==> config.mk <==
export PLATFORM = sky130hd
export DESIGN_NAME = sgi_init_seq
export DESIGN_NICKNAME = d
export VERILOG_FILES = /design/src/rtl/sgi_pkg.sv /design/src/rtl/sgi_init_seq.sv /design/src/rtl/sgi_strap.sv /design/src/rtl/sgi_timer.sv
export VERILOG_INCLUDE_DIRS = /design/src /design/src/rtl
export SDC_FILE = /design/constraint.sdc
export NUM_CORES = 1
export LEC_CHECK = 0
export BUFFER_PORTS_ARGS = -buffer_cell sky130_fd_sc_hd__buf_2
export CAP_MARGIN = 0
export CORE_ASPECT_RATIO = 1.1
export CORE_UTILIZATION = 35
export DETAILED_ROUTE_END_ITERATION = 12
export GPL_ROUTABILITY_DRIVEN = 1
export MAX_ROUTING_LAYER = met4
export PLACE_DENSITY = 0.67
export SYNTH_ARGS = -nofsm -noshare
export SYNTH_HDL_FRONTEND = slang
export SYNTH_SLANG_ARGS = --single-unit
==> constraint.sdc <==
create_clock -name CLOCK_IN -period 2.89 [get_ports CLOCK_IN]
set_input_delay 0.1445 -clock CLOCK_IN [delete_from_list [all_inputs] [get_ports CLOCK_IN]]
set_output_delay 0.1445 -clock CLOCK_IN [all_outputs]
set_load 0.1 [all_outputs]
==> src/rtl/sgi_map.svh <==
// offsets, field positions, reset values and timing counts of the bring-up sequencer
`ifndef SGI_MAP_SVH
`define SGI_MAP_SVH
`define SGI_CLK_PS 4000
`define SGI_CYC_UP(ns) ((((ns) * 1000) + `SGI_CLK_PS - 1) / `SGI_CLK_PS)
`define SGI_CYC_DN(ns) (((ns) * 1000) / `SGI_CLK_PS)
`define SGI_STRAP_HOLD_NS 10
`define SGI_INIT_DELAY_NS 1000000
`define SGI_TEMP_VALID_NS 1500000
`define SGI_STABLE_CLKS 100
`define SGI_CAL_CYC 1024
`define SGI_REFRESH_CYC 128
`define SGI_TIMER_W 20
`define SGI_MR_TRAIN 4'hf
`define SGI_A_STATUS 4'h0
`define SGI_A_TERM 4'h4
`define SGI_A_MODE 4'h8
`define SGI_S_ERR 11
`define SGI_M_CMD_INV 0
`define SGI_M_CATERM 1
`define SGI_M_ERR_HOLD 4
`define SGI_ERR_HOLD_RST 4'hf
`endif

==> src/rtl/sgi_pkg.sv <==
// types shared by the bring-up sequencer modules
package sgi_pkg;
	typedef enum logic [7:0] {
		SGI_ST_RESET = 8'h01,
		SGI_ST_HOLD = 8'h02,
		SGI_ST_CALIB = 8'h04,
		SGI_ST_CLKUP = 8'h08,
		SGI_ST_MODE = 8'h10,
		SGI_ST_REFR = 8'h20,
		SGI_ST_TRAIN = 8'h40,
		SGI_ST_READY = 8'h80
	} sgi_state_t;
	typedef enum logic [2:0] {
		SGI_CMD_NOP = 3'h0,
		SGI_CMD_MODE_SET = 3'h1,
		SGI_CMD_REFRESH_ALL = 3'h2,
		SGI_CMD_FIFO_LOAD = 3'h3,
		SGI_CMD_READ_TRAIN = 3'h4,
		SGI_CMD_WRITE_TRAIN = 3'h5,
		SGI_CMD_OTHER = 3'h6
	} sgi_cmd_t;
	typedef enum logic [2:0] {
		SGI_TERM_OFF = 3'h0,
		SGI_TERM_60 = 3'h1,
		SGI_TERM_120 = 3'h2,
		SGI_TERM_240 = 3'h3,
		SGI_TERM_RSVD = 3'h4
	} sgi_term_t;
endpackage

==> src/rtl/sgi_init_seq.sv <==
// device-side bring-up sequencer: reset, strap capture, calibration, clock start and init tracking
//
// Local design decisions: the placing of the registers and strobed register access.
`include "sgi_map.svh"
module sgi_init_seq #(
	parameter int INIT_DELAY_CYC = `SGI_CYC_DN(`SGI_INIT_DELAY_NS),
	parameter int TEMP_VALID_CYC = `SGI_CYC_UP(`SGI_TEMP_VALID_NS),
	parameter int CAL_CYC = `SGI_CAL_CYC,
	parameter int REFRESH_CYC = `SGI_REFRESH_CYC,
	parameter int STABLE_CLKS = `SGI_STABLE_CLKS
) (
	input wire logic CLOCK_IN,
	input wire logic SYS_RST_IN,
	input wire logic CHIP_RESET_N_IN,
	input wire logic SCAN_ISOLATE_IN,
	input wire logic CLK_ENABLE_N_IN,
	input wire logic MAIN_CLK_TICK_IN,
	input wire logic [6:0] CA_A_IN,
	input wire logic [6:0] CA_B_IN,
	input wire logic ERR_DETECT_A_IN,
	input wire logic ERR_DETECT_B_IN,
	input wire logic CMD_STB_IN,
	input wire sgi_pkg::sgi_cmd_t CMD_IN,
	input wire logic [3:0] MR_SEL_IN,
	input wire logic [3:0] REG_ADDR_IN,
	input wire logic [31:0] REG_WDATA_IN,
	input wire logic REG_WR_IN,
	input wire logic REG_RD_IN,
	output logic [31:0] REG_RDATA_OUT,
	output logic DRV_HIZ_OUT,
	output logic DIE_TERM_EN_OUT,
	output logic CALIB_BUSY_OUT,
	output logic TEMP_VALID_OUT,
	output logic READY_OUT,
	output logic SEQ_ERR_OUT,
	output logic CA_TRAIN_OUT,
	output logic CMD_INV_EN_OUT,
	output logic [3:0] ERR_HOLD_OUT,
	output logic WIDTH_X16_OUT,
	output logic TWO_CH_OUT,
	output sgi_pkg::sgi_term_t CK_TERM_OUT,
	output logic [2:0] CA_LO_TERM_A_OUT,
	output logic [2:0] CA_HI_TERM_A_OUT,
	output logic [2:0] CA_LO_TERM_B_OUT,
	output logic [2:0] CA_HI_TERM_B_OUT,
	output sgi_pkg::sgi_state_t STATE_OUT
);
	import sgi_pkg::*;

	localparam int TW = `SGI_TIMER_W;
	localparam int CW = $clog2(STABLE_CLKS + 1);
	localparam int STRAP_HOLD_CYC = `SGI_CYC_UP(`SGI_STRAP_HOLD_NS);

	logic up;
	logic held;
	logic rise;
	logic iso;
	logic act;
	logic init_done;
	sgi_state_t state;
	sgi_state_t next_state;
	logic tmr_load;
	logic [TW-1:0] tmr_val;
	logic tmr_done;
	logic [CW-1:0] clk_cnt;
	logic [CW-1:0] next_clk_cnt;
	logic [1:0] ref_cnt;
	logic [1:0] next_ref_cnt;
	logic mode_set_seen;
	logic next_mode_set_seen;
	logic next_ca_train;
	logic rd_trained;
	logic next_rd_trained;
	logic wr_trained;
	logic next_wr_trained;
	logic err_evt;
	logic [TW-1:0] since_rel;
	logic [TW-1:0] next_since_rel;
	logic ca_term_en;
	logic next_ca_term_en;
	logic next_cmd_inv_en;
	logic [3:0] next_err_hold;
	logic next_seq_err;
	logic next_temp_valid;
	logic next_drv_hiz;
	logic next_die_term;
	sgi_term_t next_ck_term;
	logic [11:0] next_ca_term;
	logic [31:0] next_rdata;
	sgi_term_t ck_lat;
	logic [5:0] lo_lat;
	logic [5:0] hi_lat;
	logic wr_status;
	logic wr_mode;

	// pin level and scan isolation combine into one release condition
	assign up = CHIP_RESET_N_IN && !SCAN_ISOLATE_IN;
	assign iso = !up;
	assign rise = up && !held;
	assign act = CMD_STB_IN && (CMD_IN != SGI_CMD_NOP);
	assign init_done = (since_rel >= TW'(INIT_DELAY_CYC));
	assign wr_status = REG_WR_IN && (REG_ADDR_IN == `SGI_A_STATUS);
	assign wr_mode = REG_WR_IN && (REG_ADDR_IN == `SGI_A_MODE);

	// release edge detect and time since release
	always_comb begin
		next_since_rel = since_rel;
		if (iso) begin
			next_since_rel = '0;
		end else if (since_rel != '1) begin
			next_since_rel = since_rel + 1'b1;
		end
		next_temp_valid = up && (since_rel >= TW'(TEMP_VALID_CYC));
	end

	always_ff @(posedge CLOCK_IN) begin
		if (SYS_RST_IN) begin
			held <= 1'b0;
			since_rel <= '0;
			TEMP_VALID_OUT <= 1'b0;
		end else begin
			held <= up;
			since_rel <= next_since_rel;
			TEMP_VALID_OUT <= next_temp_valid;
		end
	end

	// straps sampled at the release edge
	sgi_strap u_strap (
		.clk_in(CLOCK_IN),
		.rst_in(SYS_RST_IN),
		.latch_in(rise),
		.ca_a_in(CA_A_IN),
		.ca_b_in(CA_B_IN),
		.err_a_in(ERR_DETECT_A_IN),
		.err_b_in(ERR_DETECT_B_IN),
		.x16_out(WIDTH_X16_OUT),
		.two_ch_out(TWO_CH_OUT),
		.ck_term_out(ck_lat),
		.lo_term_out(lo_lat),
		.hi_term_out(hi_lat)
	);

	// phase timer for strap hold, calibration and refresh wait
	sgi_timer #(
		.W(TW)
	) u_timer (
		.clk_in(CLOCK_IN),
		.rst_in(SYS_RST_IN),
		.load_in(tmr_load),
		.val_in(tmr_val),
		.done_out(tmr_done)
	);

	// bring-up sequence tracking and order checks
	always_comb begin
		next_state = state;
		next_clk_cnt = clk_cnt;
		next_ref_cnt = ref_cnt;
		next_mode_set_seen = mode_set_seen;
		next_ca_train = CA_TRAIN_OUT;
		next_rd_trained = rd_trained;
		next_wr_trained = wr_trained;
		tmr_load = 1'b0;
		tmr_val = '0;
		err_evt = 1'b0;
		case (state)
			SGI_ST_RESET: begin
				// every reset resumes at strap capture
				if (rise) begin
					next_state = SGI_ST_HOLD;
					tmr_load = 1'b1;
					tmr_val = TW'(STRAP_HOLD_CYC);
					next_clk_cnt = '0;
					next_ref_cnt = 2'h0;
					next_mode_set_seen = 1'b0;
					next_ca_train = 1'b0;
					next_rd_trained = 1'b0;
					next_wr_trained = 1'b0;
				end
			end
			SGI_ST_HOLD: begin
				err_evt = act;
				if (tmr_done) begin
					next_state = SGI_ST_CALIB;
					tmr_load = 1'b1;
					tmr_val = TW'(CAL_CYC);
					err_evt = act || CLK_ENABLE_N_IN;
				end
			end
			SGI_ST_CALIB: begin
				// clock must stay idle until the delay
				err_evt = act || (MAIN_CLK_TICK_IN && !init_done);
				if (tmr_done) begin
					next_state = SGI_ST_CLKUP;
				end
			end
			SGI_ST_CLKUP: begin
				err_evt = act || (MAIN_CLK_TICK_IN && !init_done);
				if (MAIN_CLK_TICK_IN && init_done) begin
					next_clk_cnt = clk_cnt + 1'b1;
				end
				if (clk_cnt == CW'(STABLE_CLKS)) begin
					next_state = SGI_ST_MODE;
				end
			end
			SGI_ST_MODE: begin
				if (act) begin
					case (CMD_IN)
						SGI_CMD_MODE_SET: begin
							next_mode_set_seen = 1'b1;
							next_ca_train = (MR_SEL_IN == `SGI_MR_TRAIN);
						end
						SGI_CMD_REFRESH_ALL: begin
							err_evt = !mode_set_seen || CA_TRAIN_OUT;
							next_ca_train = 1'b0;
							next_ref_cnt = 2'h1;
							next_state = SGI_ST_REFR;
						end
						default: begin
							err_evt = !CA_TRAIN_OUT;
						end
					endcase
				end
			end
			SGI_ST_REFR: begin
				// two refreshes then the refresh cycle time
				if (act) begin
					if ((CMD_IN == SGI_CMD_REFRESH_ALL) && (ref_cnt == 2'h1)) begin
						next_ref_cnt = 2'h2;
						tmr_load = 1'b1;
						tmr_val = TW'(REFRESH_CYC);
					end else begin
						err_evt = 1'b1;
					end
				end else if ((ref_cnt == 2'h2) && tmr_done) begin
					next_state = SGI_ST_TRAIN;
				end
			end
			SGI_ST_TRAIN: begin
				if (act) begin
					case (CMD_IN)
						SGI_CMD_FIFO_LOAD,
						SGI_CMD_READ_TRAIN: begin
							next_rd_trained = 1'b1;
						end
						SGI_CMD_WRITE_TRAIN: begin
							next_wr_trained = 1'b1;
						end
						SGI_CMD_OTHER: begin
							err_evt = !(rd_trained && wr_trained);
							next_state = SGI_ST_READY;
						end
						default: begin
							next_state = SGI_ST_TRAIN;
						end
					endcase
				end
			end
			SGI_ST_READY: begin
				next_state = SGI_ST_READY;
			end
			default: begin
				next_state = SGI_ST_RESET;
			end
		endcase
		if (iso) begin
			next_state = SGI_ST_RESET;
			next_ca_train = 1'b0;
			err_evt = 1'b0;
		end
	end

	always_ff @(posedge CLOCK_IN) begin
		if (SYS_RST_IN) begin
			state <= SGI_ST_RESET;
			clk_cnt <= '0;
			ref_cnt <= 2'h0;
			mode_set_seen <= 1'b0;
			CA_TRAIN_OUT <= 1'b0;
			rd_trained <= 1'b0;
			wr_trained <= 1'b0;
		end else begin
			state <= next_state;
			clk_cnt <= next_clk_cnt;
			ref_cnt <= next_ref_cnt;
			mode_set_seen <= next_mode_set_seen;
			CA_TRAIN_OUT <= next_ca_train;
			rd_trained <= next_rd_trained;
			wr_trained <= next_wr_trained;
		end
	end

	// mode defaults, software writes and the sticky order flag
	always_comb begin
		next_cmd_inv_en = CMD_INV_EN_OUT;
		next_ca_term_en = ca_term_en;
		next_err_hold = ERR_HOLD_OUT;
		next_seq_err = SEQ_ERR_OUT;
		if (wr_mode) begin
			next_cmd_inv_en = REG_WDATA_IN[`SGI_M_CMD_INV];
			next_ca_term_en = REG_WDATA_IN[`SGI_M_CATERM];
			next_err_hold = REG_WDATA_IN[`SGI_M_ERR_HOLD +: 4];
		end
		if (iso) begin
			next_cmd_inv_en = 1'b1;
			next_ca_term_en = 1'b1;
			next_err_hold = `SGI_ERR_HOLD_RST;
		end
		if (wr_status && REG_WDATA_IN[`SGI_S_ERR]) begin
			next_seq_err = 1'b0;
		end
		if (err_evt) begin
			next_seq_err = 1'b1; // set beats clear
		end
	end

	always_ff @(posedge CLOCK_IN) begin
		if (SYS_RST_IN) begin
			CMD_INV_EN_OUT <= 1'b1;
			ca_term_en <= 1'b1;
			ERR_HOLD_OUT <= `SGI_ERR_HOLD_RST;
			SEQ_ERR_OUT <= 1'b0;
		end else begin
			CMD_INV_EN_OUT <= next_cmd_inv_en;
			ca_term_en <= next_ca_term_en;
			ERR_HOLD_OUT <= next_err_hold;
			SEQ_ERR_OUT <= next_seq_err;
		end
	end

	// pin-facing state outputs follow the next state
	always_comb begin
		next_drv_hiz = (next_state == SGI_ST_RESET);
		// termination off in reset, strap hold and calibration
		next_die_term = !(next_state inside {SGI_ST_RESET, SGI_ST_HOLD, SGI_ST_CALIB});
		next_ck_term = next_die_term ? ck_lat : SGI_TERM_OFF;
		next_ca_term = (next_die_term && next_ca_term_en) ? {hi_lat[5:3], lo_lat[5:3], hi_lat[2:0], lo_lat[2:0]} : '0;
	end

	always_ff @(posedge CLOCK_IN) begin
		if (SYS_RST_IN) begin
			STATE_OUT <= SGI_ST_RESET;
			DRV_HIZ_OUT <= 1'b1;
			DIE_TERM_EN_OUT <= 1'b0;
			CALIB_BUSY_OUT <= 1'b0;
			READY_OUT <= 1'b0;
			CK_TERM_OUT <= SGI_TERM_OFF;
			{CA_HI_TERM_B_OUT, CA_LO_TERM_B_OUT, CA_HI_TERM_A_OUT, CA_LO_TERM_A_OUT} <= '0;
		end else begin
			STATE_OUT <= next_state;
			DRV_HIZ_OUT <= next_drv_hiz;
			DIE_TERM_EN_OUT <= next_die_term;
			CALIB_BUSY_OUT <= (next_state == SGI_ST_CALIB);
			READY_OUT <= (next_state == SGI_ST_READY);
			CK_TERM_OUT <= next_ck_term;
			{CA_HI_TERM_B_OUT, CA_LO_TERM_B_OUT, CA_HI_TERM_A_OUT, CA_LO_TERM_A_OUT} <= next_ca_term;
		end
	end

	// register read mux, data valid only in the cycle after the strobe
	always_comb begin
		next_rdata = '0;
		if (REG_RD_IN) begin
			case (REG_ADDR_IN)
				`SGI_A_STATUS: begin
					next_rdata = {18'h0, CA_TRAIN_OUT, DIE_TERM_EN_OUT, SEQ_ERR_OUT, TEMP_VALID_OUT,
						TWO_CH_OUT, WIDTH_X16_OUT, state};
				end
				`SGI_A_TERM: begin
					next_rdata = {17'h0, CA_HI_TERM_B_OUT, CA_LO_TERM_B_OUT, CA_HI_TERM_A_OUT,
						CA_LO_TERM_A_OUT, CK_TERM_OUT};
				end
				`SGI_A_MODE: begin
					next_rdata = {24'h0, ERR_HOLD_OUT, 2'h0, ca_term_en, CMD_INV_EN_OUT};
				end
				default: begin
					next_rdata = '0;
				end
			endcase
		end
	end

	always_ff @(posedge CLOCK_IN) begin
		if (SYS_RST_IN) begin
			REG_RDATA_OUT <= '0;
		end else begin
			REG_RDATA_OUT <= next_rdata;
		end
	end
endmodule // sgi_init_seq

==> src/rtl/sgi_strap.sv <==
// strap capture and termination decode, held until the next release
module sgi_strap (
	input wire logic clk_in,
	input wire logic rst_in,
	input wire logic latch_in,
	input wire logic [6:0] ca_a_in,
	input wire logic [6:0] ca_b_in,
	input wire logic err_a_in,
	input wire logic err_b_in,
	output logic x16_out,
	output logic two_ch_out,
	output sgi_pkg::sgi_term_t ck_term_out,
	output wire logic [5:0] lo_term_out,
	output wire logic [5:0] hi_term_out
);
	import sgi_pkg::*;
	logic next_x16;
	logic next_two_ch;
	sgi_term_t next_ck_term;

	// width, channel mode and clock termination sampled only at release
	always_comb begin
		next_x16 = x16_out;
		next_two_ch = two_ch_out;
		next_ck_term = ck_term_out;
		if (latch_in) begin
			next_x16 = err_a_in & err_b_in;
			next_two_ch = ca_a_in[6] & ca_b_in[6];
			next_ck_term = !ca_a_in[5] ? SGI_TERM_OFF : (ca_a_in[4] ? SGI_TERM_120 : SGI_TERM_60);
		end
	end

	always_ff @(posedge clk_in) begin
		if (rst_in) begin
			x16_out <= 1'b0;
			two_ch_out <= 1'b0;
			ck_term_out <= SGI_TERM_OFF;
		end else begin
			x16_out <= next_x16;
			two_ch_out <= next_two_ch;
			ck_term_out <= next_ck_term;
		end
	end

	// per-channel command termination: channel A on bits 1:0, channel B on bits 3:2
	for (genvar c = 0; c < 2; c++) begin : g_ch
		logic [1:0] code;
		logic ch_two;
		sgi_term_t lo;
		sgi_term_t hi;
		sgi_term_t next_lo;
		sgi_term_t next_hi;
		assign code = (c == 0) ? ca_a_in[1:0] : ca_b_in[3:2];
		assign ch_two = (c == 0) ? ca_a_in[6] : ca_b_in[6];
		always_comb begin
			next_lo = lo;
			next_hi = hi;
			if (latch_in) begin
				case (code)
					2'b00: begin
						next_lo = SGI_TERM_OFF;
						next_hi = SGI_TERM_OFF;
					end
					2'b01: begin
						next_lo = SGI_TERM_60;
						next_hi = ch_two ? SGI_TERM_60 : SGI_TERM_120;
					end
					2'b10: begin
						next_lo = SGI_TERM_120;
						next_hi = ch_two ? SGI_TERM_120 : SGI_TERM_240;
					end
					default: begin
						next_lo = SGI_TERM_RSVD;
						next_hi = SGI_TERM_RSVD;
					end
				endcase
			end
		end
		always_ff @(posedge clk_in) begin
			if (rst_in) begin
				lo <= SGI_TERM_OFF;
				hi <= SGI_TERM_OFF;
			end else begin
				lo <= next_lo;
				hi <= next_hi;
			end
		end
		assign lo_term_out[3*c +: 3] = lo;
		assign hi_term_out[3*c +: 3] = hi;
	end
endmodule // sgi_strap

==> src/rtl/sgi_timer.sv <==
// down-counter that reports zero, reloaded on demand
module sgi_timer #(
	parameter int W = 20
) (
	input wire logic clk_in,
	input wire logic rst_in,
	input wire logic load_in,
	input wire logic [W-1:0] val_in,
	output logic done_out
);
	logic [W-1:0] cnt;
	logic [W-1:0] next_cnt;

	// reload wins, otherwise count down to zero and stay
	always_comb begin
		next_cnt = cnt;
		if (load_in) begin
			next_cnt = val_in;
		end else if (cnt != '0) begin
			next_cnt = cnt - 1'b1;
		end
	end

	always_ff @(posedge clk_in) begin
		if (rst_in) begin
			cnt <= '0;
		end else begin
			cnt <= next_cnt;
		end
	end

	assign done_out = (cnt == '0);
endmodule // sgi_timer

# Word level (Yosys, flattened, before mapping)
# Index checks and enable logic that the tools add are counted.
# totals
regBits	138
wordCells	201
inputBits	68
mem_count	0
latchBits	0
romBits	0
mem_bits_rw	0
# op_classes
div	0
shift	0
addsub	3
n_eq_ne	40
n_reduce_logical	49
n_mul	0
n_mux	70
n_lt_le_gt_ge	2
n_bitwise	5
# op_table
cell	count
8-bit 2-to-1 mux	12
8-bit case mux with 8 select lines	1
15-bit case mux with 3 select lines	1
20-bit 2-to-1 mux	2
3-bit case mux with 3 select lines	4
11-bit case mux with 3 select lines	1
1-bit 2-to-1 mux	25
20-bit by 1-bit adder with 20-bit output, second input constant	1
20-bit by 18-bit greater-or-equal comparator with 1-bit output, second input constant	1
20-bit by 19-bit greater-or-equal comparator with 1-bit output, second input constant	1
20-bit zero test	1
20-bit != test, second input constant	1
20-bit nonzero test	1
20-bit by 1-bit subtractor with 20-bit output, second input constant	1
2-bit 2-to-1 mux	9
8-bit by 1-bit == test with 1-bit output, second input constant	2
8-bit by 2-bit == test with 1-bit output, second input constant	2
8-bit by 3-bit == test with 1-bit output, second input constant	2
8-bit == test, second input constant	2
2-bit != test, second input constant	8
8-bit case mux with 2 select lines	1
4-bit AND reduction	4
7-bit 2-to-1 mux	2
7-bit case mux with 2 select lines	1
34 further kinds	83

# Depth between registers and ports, before layout
# depth
ltp_word	12
mapped_depth	10
ltp_nobuf	9

# By module
# From an unflattened synthesis, not the netlist that was laid out.
# unflattened
cells_unflattened	699
area_unflattened_um2	5944.5
# modules_own_cells
mod	area_each_um2	seq_area_each_um2	n_inst	cells_per_inst
sgi_init_seq	4251.6	1681.6	1	509
sgi_timer	1081.0	400.4	1	122
sgi_strap	611.8	280.3	1	68

# Worst setup path before layout
# OpenSTA, ideal clock, no wires.
# synth_path
kind	reg-to-reg
startpoint	register, netlist name STATE_OUT[0]
endpoint	register clk_cnt[5]
n_path_buf	2
path_slack_ns	-0.067
required_time_ns	2.818
stages_incl_launch_ff	10
setup_ns	0.072
arrival_time_ns	2.885
path_cell_list	dfxtp_1 clkbuf_1 nor2b_1 nand3_1 or2_2 clkbuf_1 nand2_1 nand4_1 or3_1 a21oi_1
# synth_lines
element	line_no	source
end signal, assigned	sgi_init_seq.sv:285	clk_cnt <= next_clk_cnt;
end, declared	sgi_init_seq.sv:65	logic [CW-1:0] clk_cnt;

# Final worst setup path
# layout_path
startpoint	register u_timer.cnt[4]
endpoint	register CA_LO_TERM_A_OUT[2]
# layout_via
elab_chain_len	12
word_cells_on_any_way	16
classes_between	3 x eq/ne; 6 x mux; 1 x bitwise; 6 x reduce/logical
# layout_lines
element	line_no	source
start, declared	sgi_timer.sv:11	logic [W-1:0] cnt;
start signal, assigned	sgi_timer.sv:28	cnt <= next_cnt;
20-bit zero test (*)	sgi_timer.sv:32	assign done_out = (cnt == '0);
1-bit logical AND	sgi_init_seq.sv:236	end else if ((ref_cnt == 2'h2) && tmr_done) begin
8-bit 2-to-1 mux	sgi_init_seq.sv:236	
8-bit 2-to-1 mux	sgi_init_seq.sv:228	if (act) begin
8-bit case mux with 8 select lines (*)	sgi_init_seq.sv:167	case (state)
8-bit 2-to-1 mux (*)	sgi_init_seq.sv:267	if (iso) begin
8-bit by 1-bit == test with 1-bit output (tied with other cells)	sgi_init_seq.sv:336	next_die_term = !(next_state inside {SGI_ST_RESET, SGI_ST_HOLD, SGI_ST_CALIB});
3-bit nonzero test (*)	sgi_init_seq.sv:336	
1-bit zero test (*)	sgi_init_seq.sv:336	
1-bit logical AND (*)	sgi_init_seq.sv:338	next_ca_term = (next_die_term && next_ca_term_en) ? {hi_lat[5:3], lo_lat[5:3], hi_lat[2:0], lo_lat[2:0]} : '0;
1-bit NOT (no line) (*)	n/a	
2-bit OR reduction (no line) (*)	n/a	
end signal, assigned	sgi_init_seq.sv:357	{CA_HI_TERM_B_OUT, CA_LO_TERM_B_OUT, CA_HI_TERM_A_OUT, CA_LO_TERM_A_OUT} <= next_ca_term;
end, declared	sgi_init_seq.sv:42	output logic [2:0] CA_LO_TERM_A_OUT,
# Every way passes the cells marked *; elsewhere a longest branch is shown, timed or not.
# A chain may end at the register's enable or synchronous reset.

==> flow_summary.yaml <==
outcome:
  outcome: "completed"
floorplanning:
  io_pins: 137
  start_util_pct: 35.9
  coreArea_sq_mm: 0.0151
  row_count: 47
  dieHeight_um: 132
  dieArea_sq_mm: 0.0160
  fp.dieW_um: 121
place:
  io_buffers: 87
  place_ws_ps: 225
  routabilityCongestion: 0.827
  dp_cells: 917
  dp_hpwl_um: 9720
cells_and_area:
  final_nets: 824
  instances_no_fill: 958
  layout_common_cells: "114 x dfxtp_1, 107 x nor2_1, 87 x buf_2, 44 x nand2_1, 33 x a21oi_1"
  nFillCells: 1498
  multiInputGateArea_sq_mm: 0.00286
  layout-drive-gt1-share_pct: 20.9
  final_common_cell: "dfxtp_1"
  seq_area_sq_mm: 0.00230
  antennaDiodeCount: 0
  area_growth_pct: 25.5
timing:
  post-route-period-util_pct: 93.3
  max_freq_mhz: 371
  rsz0062_at_grt: "no"
  worstMarginPinSlew_ps: 921
  hold_viol_final: 0
  setup_viol: 0
  setup_slack_ps: 194
  period_minus_slack_ps: 2700
  slew_viol_final: 0
  slew_headroom_pct: 38.4
  fin_skew_ps: 7.13
  tns_ps: 0
grt:
  grt_first_pass_wirelength_um: 21900
  grtUsageTotal_pct: 18.0
  grt_pass1_vias: 4501
  antenna_found_initial: 0
  grt_max_degree: 22
  grt.overflow.total: 0
detailed_routing:
  post-route-drc-count: 0
  drt_iter0_markers: 336
  routed_wl_um: 13600
  drt_first_pass_iters: 4
  dr_total_vias: 4856
  antenna_left: 0
  wl_per_cell_um: 14.2
  vias_per_cell: 5.07
synthesis:
  yosysUniqueCellTypes: 61
  syn_inst: 643
  synth_edf_count: 0
  yosys_warnings: 0
  ys_seq_elements: 115
  seq_area_frac_synth_pct: 42.6
  ys.flop_type: "dfxtp_1"
  synth.avg_cell_area_sq_um: 8.41
  synth_area_sq_mm: 0.00541
  synth-async-reset-ratio_pct: 0
power:
  ir_drop_mv: 0.453
  pwr_density_cell_mw_per_mm2: 810
  leakage_uw: 0.00270
clock_network:
  root_buffer: "clkbuf_16"
  ctsLongestPathBuffers: 2
  cts_sinks: 115
  clkLatencyLatePin_ps: 420
  clkTransAtPathRegs_ps: 60
  cts_tree: "done"
  htreeDepth: 4
  cts_inserted_buffers: 17
run:
  cap_violations: 0
setup_path:
  arrival_ps: 2970
  cp.required_ps: 3170
  critPathSlowestCell: "or4_4"
  crit_fanout: 13
  rr_startpoint: "u_timer.cnt[4]$_SDFFE_PP0P_"
  max_stage_delay_ps: 580
  crit_start: "u_timer.cnt[4]$_SDFFE_PP0P_"
  cp-start-kind: "flip-flop"
  path_cells: "or4_4, or4_4, o41ai_1, and2_2, a31oi_1, nor3b_2, buf_4, nor4b_1"
  end_kind: "flip-flop"
  crit_top_cell: "or4_4"
  worst-setup-path-type: "flip-flop to flip-flop"
worst_hold_path:
  min_path_type: "primary input to flip-flop"
  min-delay-start: "CA_A_IN[5]"
[worst max-delay path, delay by kind of cell (launching register included)]
family / cells / cell delay (ps)
AO/OA/AOI/OAI: 2 / 460
buffers and inverters: 1 / 210
flip-flops: 1 / 350
AND/OR/NAND/NOR: 5 / 1550
[flip-flops by register name, indices dropped and copies added (netlist names), 2 cells and up]
| signal | cells |
|---|---|
| clk_cnt | 7 |
| u_strap.ck_term_out | 2 |
| CA_HI_TERM_A_OUT | 2 |
| CA_LO_TERM_A_OUT | 3 |
| u_timer.cnt | 20 |
| u_strap.g_ch.lo | 5 |
| since_rel | 20 |
| u_strap.g_ch.hi | 5 |
| STATE_OUT | 8 |
| ref_cnt | 2 |
| REG_RDATA_OUT | 15 |
| CA_LO_TERM_B_OUT | 3 |
| CA_HI_TERM_B_OUT | 2 |
| ERR_HOLD_OUT | 4 |
| CK_TERM_OUT | 2 |
[cell type report]
class / instances / area share (%)
Timing Repair Buffer: 119 / 10.3
Tap cell: 196 / 3.61
Inverter: 14 / 0.774
Clock buffer: 18 / 6.47
Clock inverter: 13 / 2.69
Sequential cell: 115 / 33.9
Multi-Input combinational cell: 483 / 42.2
[synth_stat cells (5+ instances only)]
library cell	instances	share of area, %
mux2i_1	11	2.0
nor3b_1	5	0.69
xor2_1	17	2.8
buf_4	21	2.9
nor3_1	16	1.5
a22oi_1	7	0.97
a21oi_1	33	3.1
ha_1	6	1.4
nor4_1	15	1.7
a31oi_1	10	1.2
dfxtp_1	115	43
nand2_1	44	3.1
and3_1	9	1.0
nor2b_1	11	1.3
nand3_1	31	2.9
nor2_1	107	7.4
nand4_1	10	1.2
nor4b_1	12	1.9
nand2b_1	18	2.1
or3_1	7	0.81
o21ai_0	16	1.5
a211oi_1	6	0.83
xnor2_1	20	3.2
clkbuf_1	21	1.5
inv_1	13	0.90
[repair_timing]
| action | CTS | global route |
|---|---|---|
| gates resized for setup | 0 | 2 |
| buffers inserted | 0 | 0 |
| hold endpoints to repair | 9 | 0 |
| setup endpoints to repair | 0 | 1 |
| hold buffers | 10 | 0 |
[worst paths after layout]
check / to / slack (ps) / cells after the start
max: CA_LO_TERM_A_OUT[2]$_SDFF_PP0_ / 190 / 8
min: u_strap.ck_term_out[1]$_SDFFE_PP0P_ / 10 / 3
max reg2reg: CA_LO_TERM_A_OUT[2]$_SDFF_PP0_ / 190 / 8
min reg2reg: u_strap.ck_term_out[1]$_SDFFE_PP0P_ / 450 / 2
[power breakdown]
group | switching, uW | internal, uW
logic | 849 | 577
clock network | 752 | 1460
registers | 137 | 1730
total | 1740 | 3760
[per-stage QoR]
stage / total power [uW] / hold slack [ps] / instance area, sq um / utilization [%]
3_3_place_gp: 3280 / 362 / 6050 / 40.2
2_1_floorplan: 3010 / 270 / 5480 / -
5_1_grt: 5780 / 15.0 / 6790 / 45.1
4_1_cts: 5530 / 1.97 / 6780 / 45.0
6_report: 5500 / 14.3 / 6790 / 45.1
3_5_place_dp: 3290 / 367 / 6050 / 40.2
[metal layers]
layer / vias to the layer above / part of all wire, % / GRT usage (%)
met1: 2269 / 45 / 21.1
li1: 2442 / - / -
met4: 0 / 2.9 / 10.2
met5: - / 0 / -
met3: 21 / 5.4 / 4.33
met2: 124 / 47 / 28.1
[cells by family (layout without fill, tap and decap cells)]
kind of cell	after synthesis	in the layout	share of synthesized area, %
compound gates	102	102	12.1
other cells	1	18	0.0693
xor+xnor	37	37	5.99
mux	12	12	2.24
simple gates	308	308	29.7
buf+inv	62	164	5.99
flops	115	115	42.6
fa+ha+maj	6	6	1.39
Note: power is estimated with default switching activity, not from simulation.
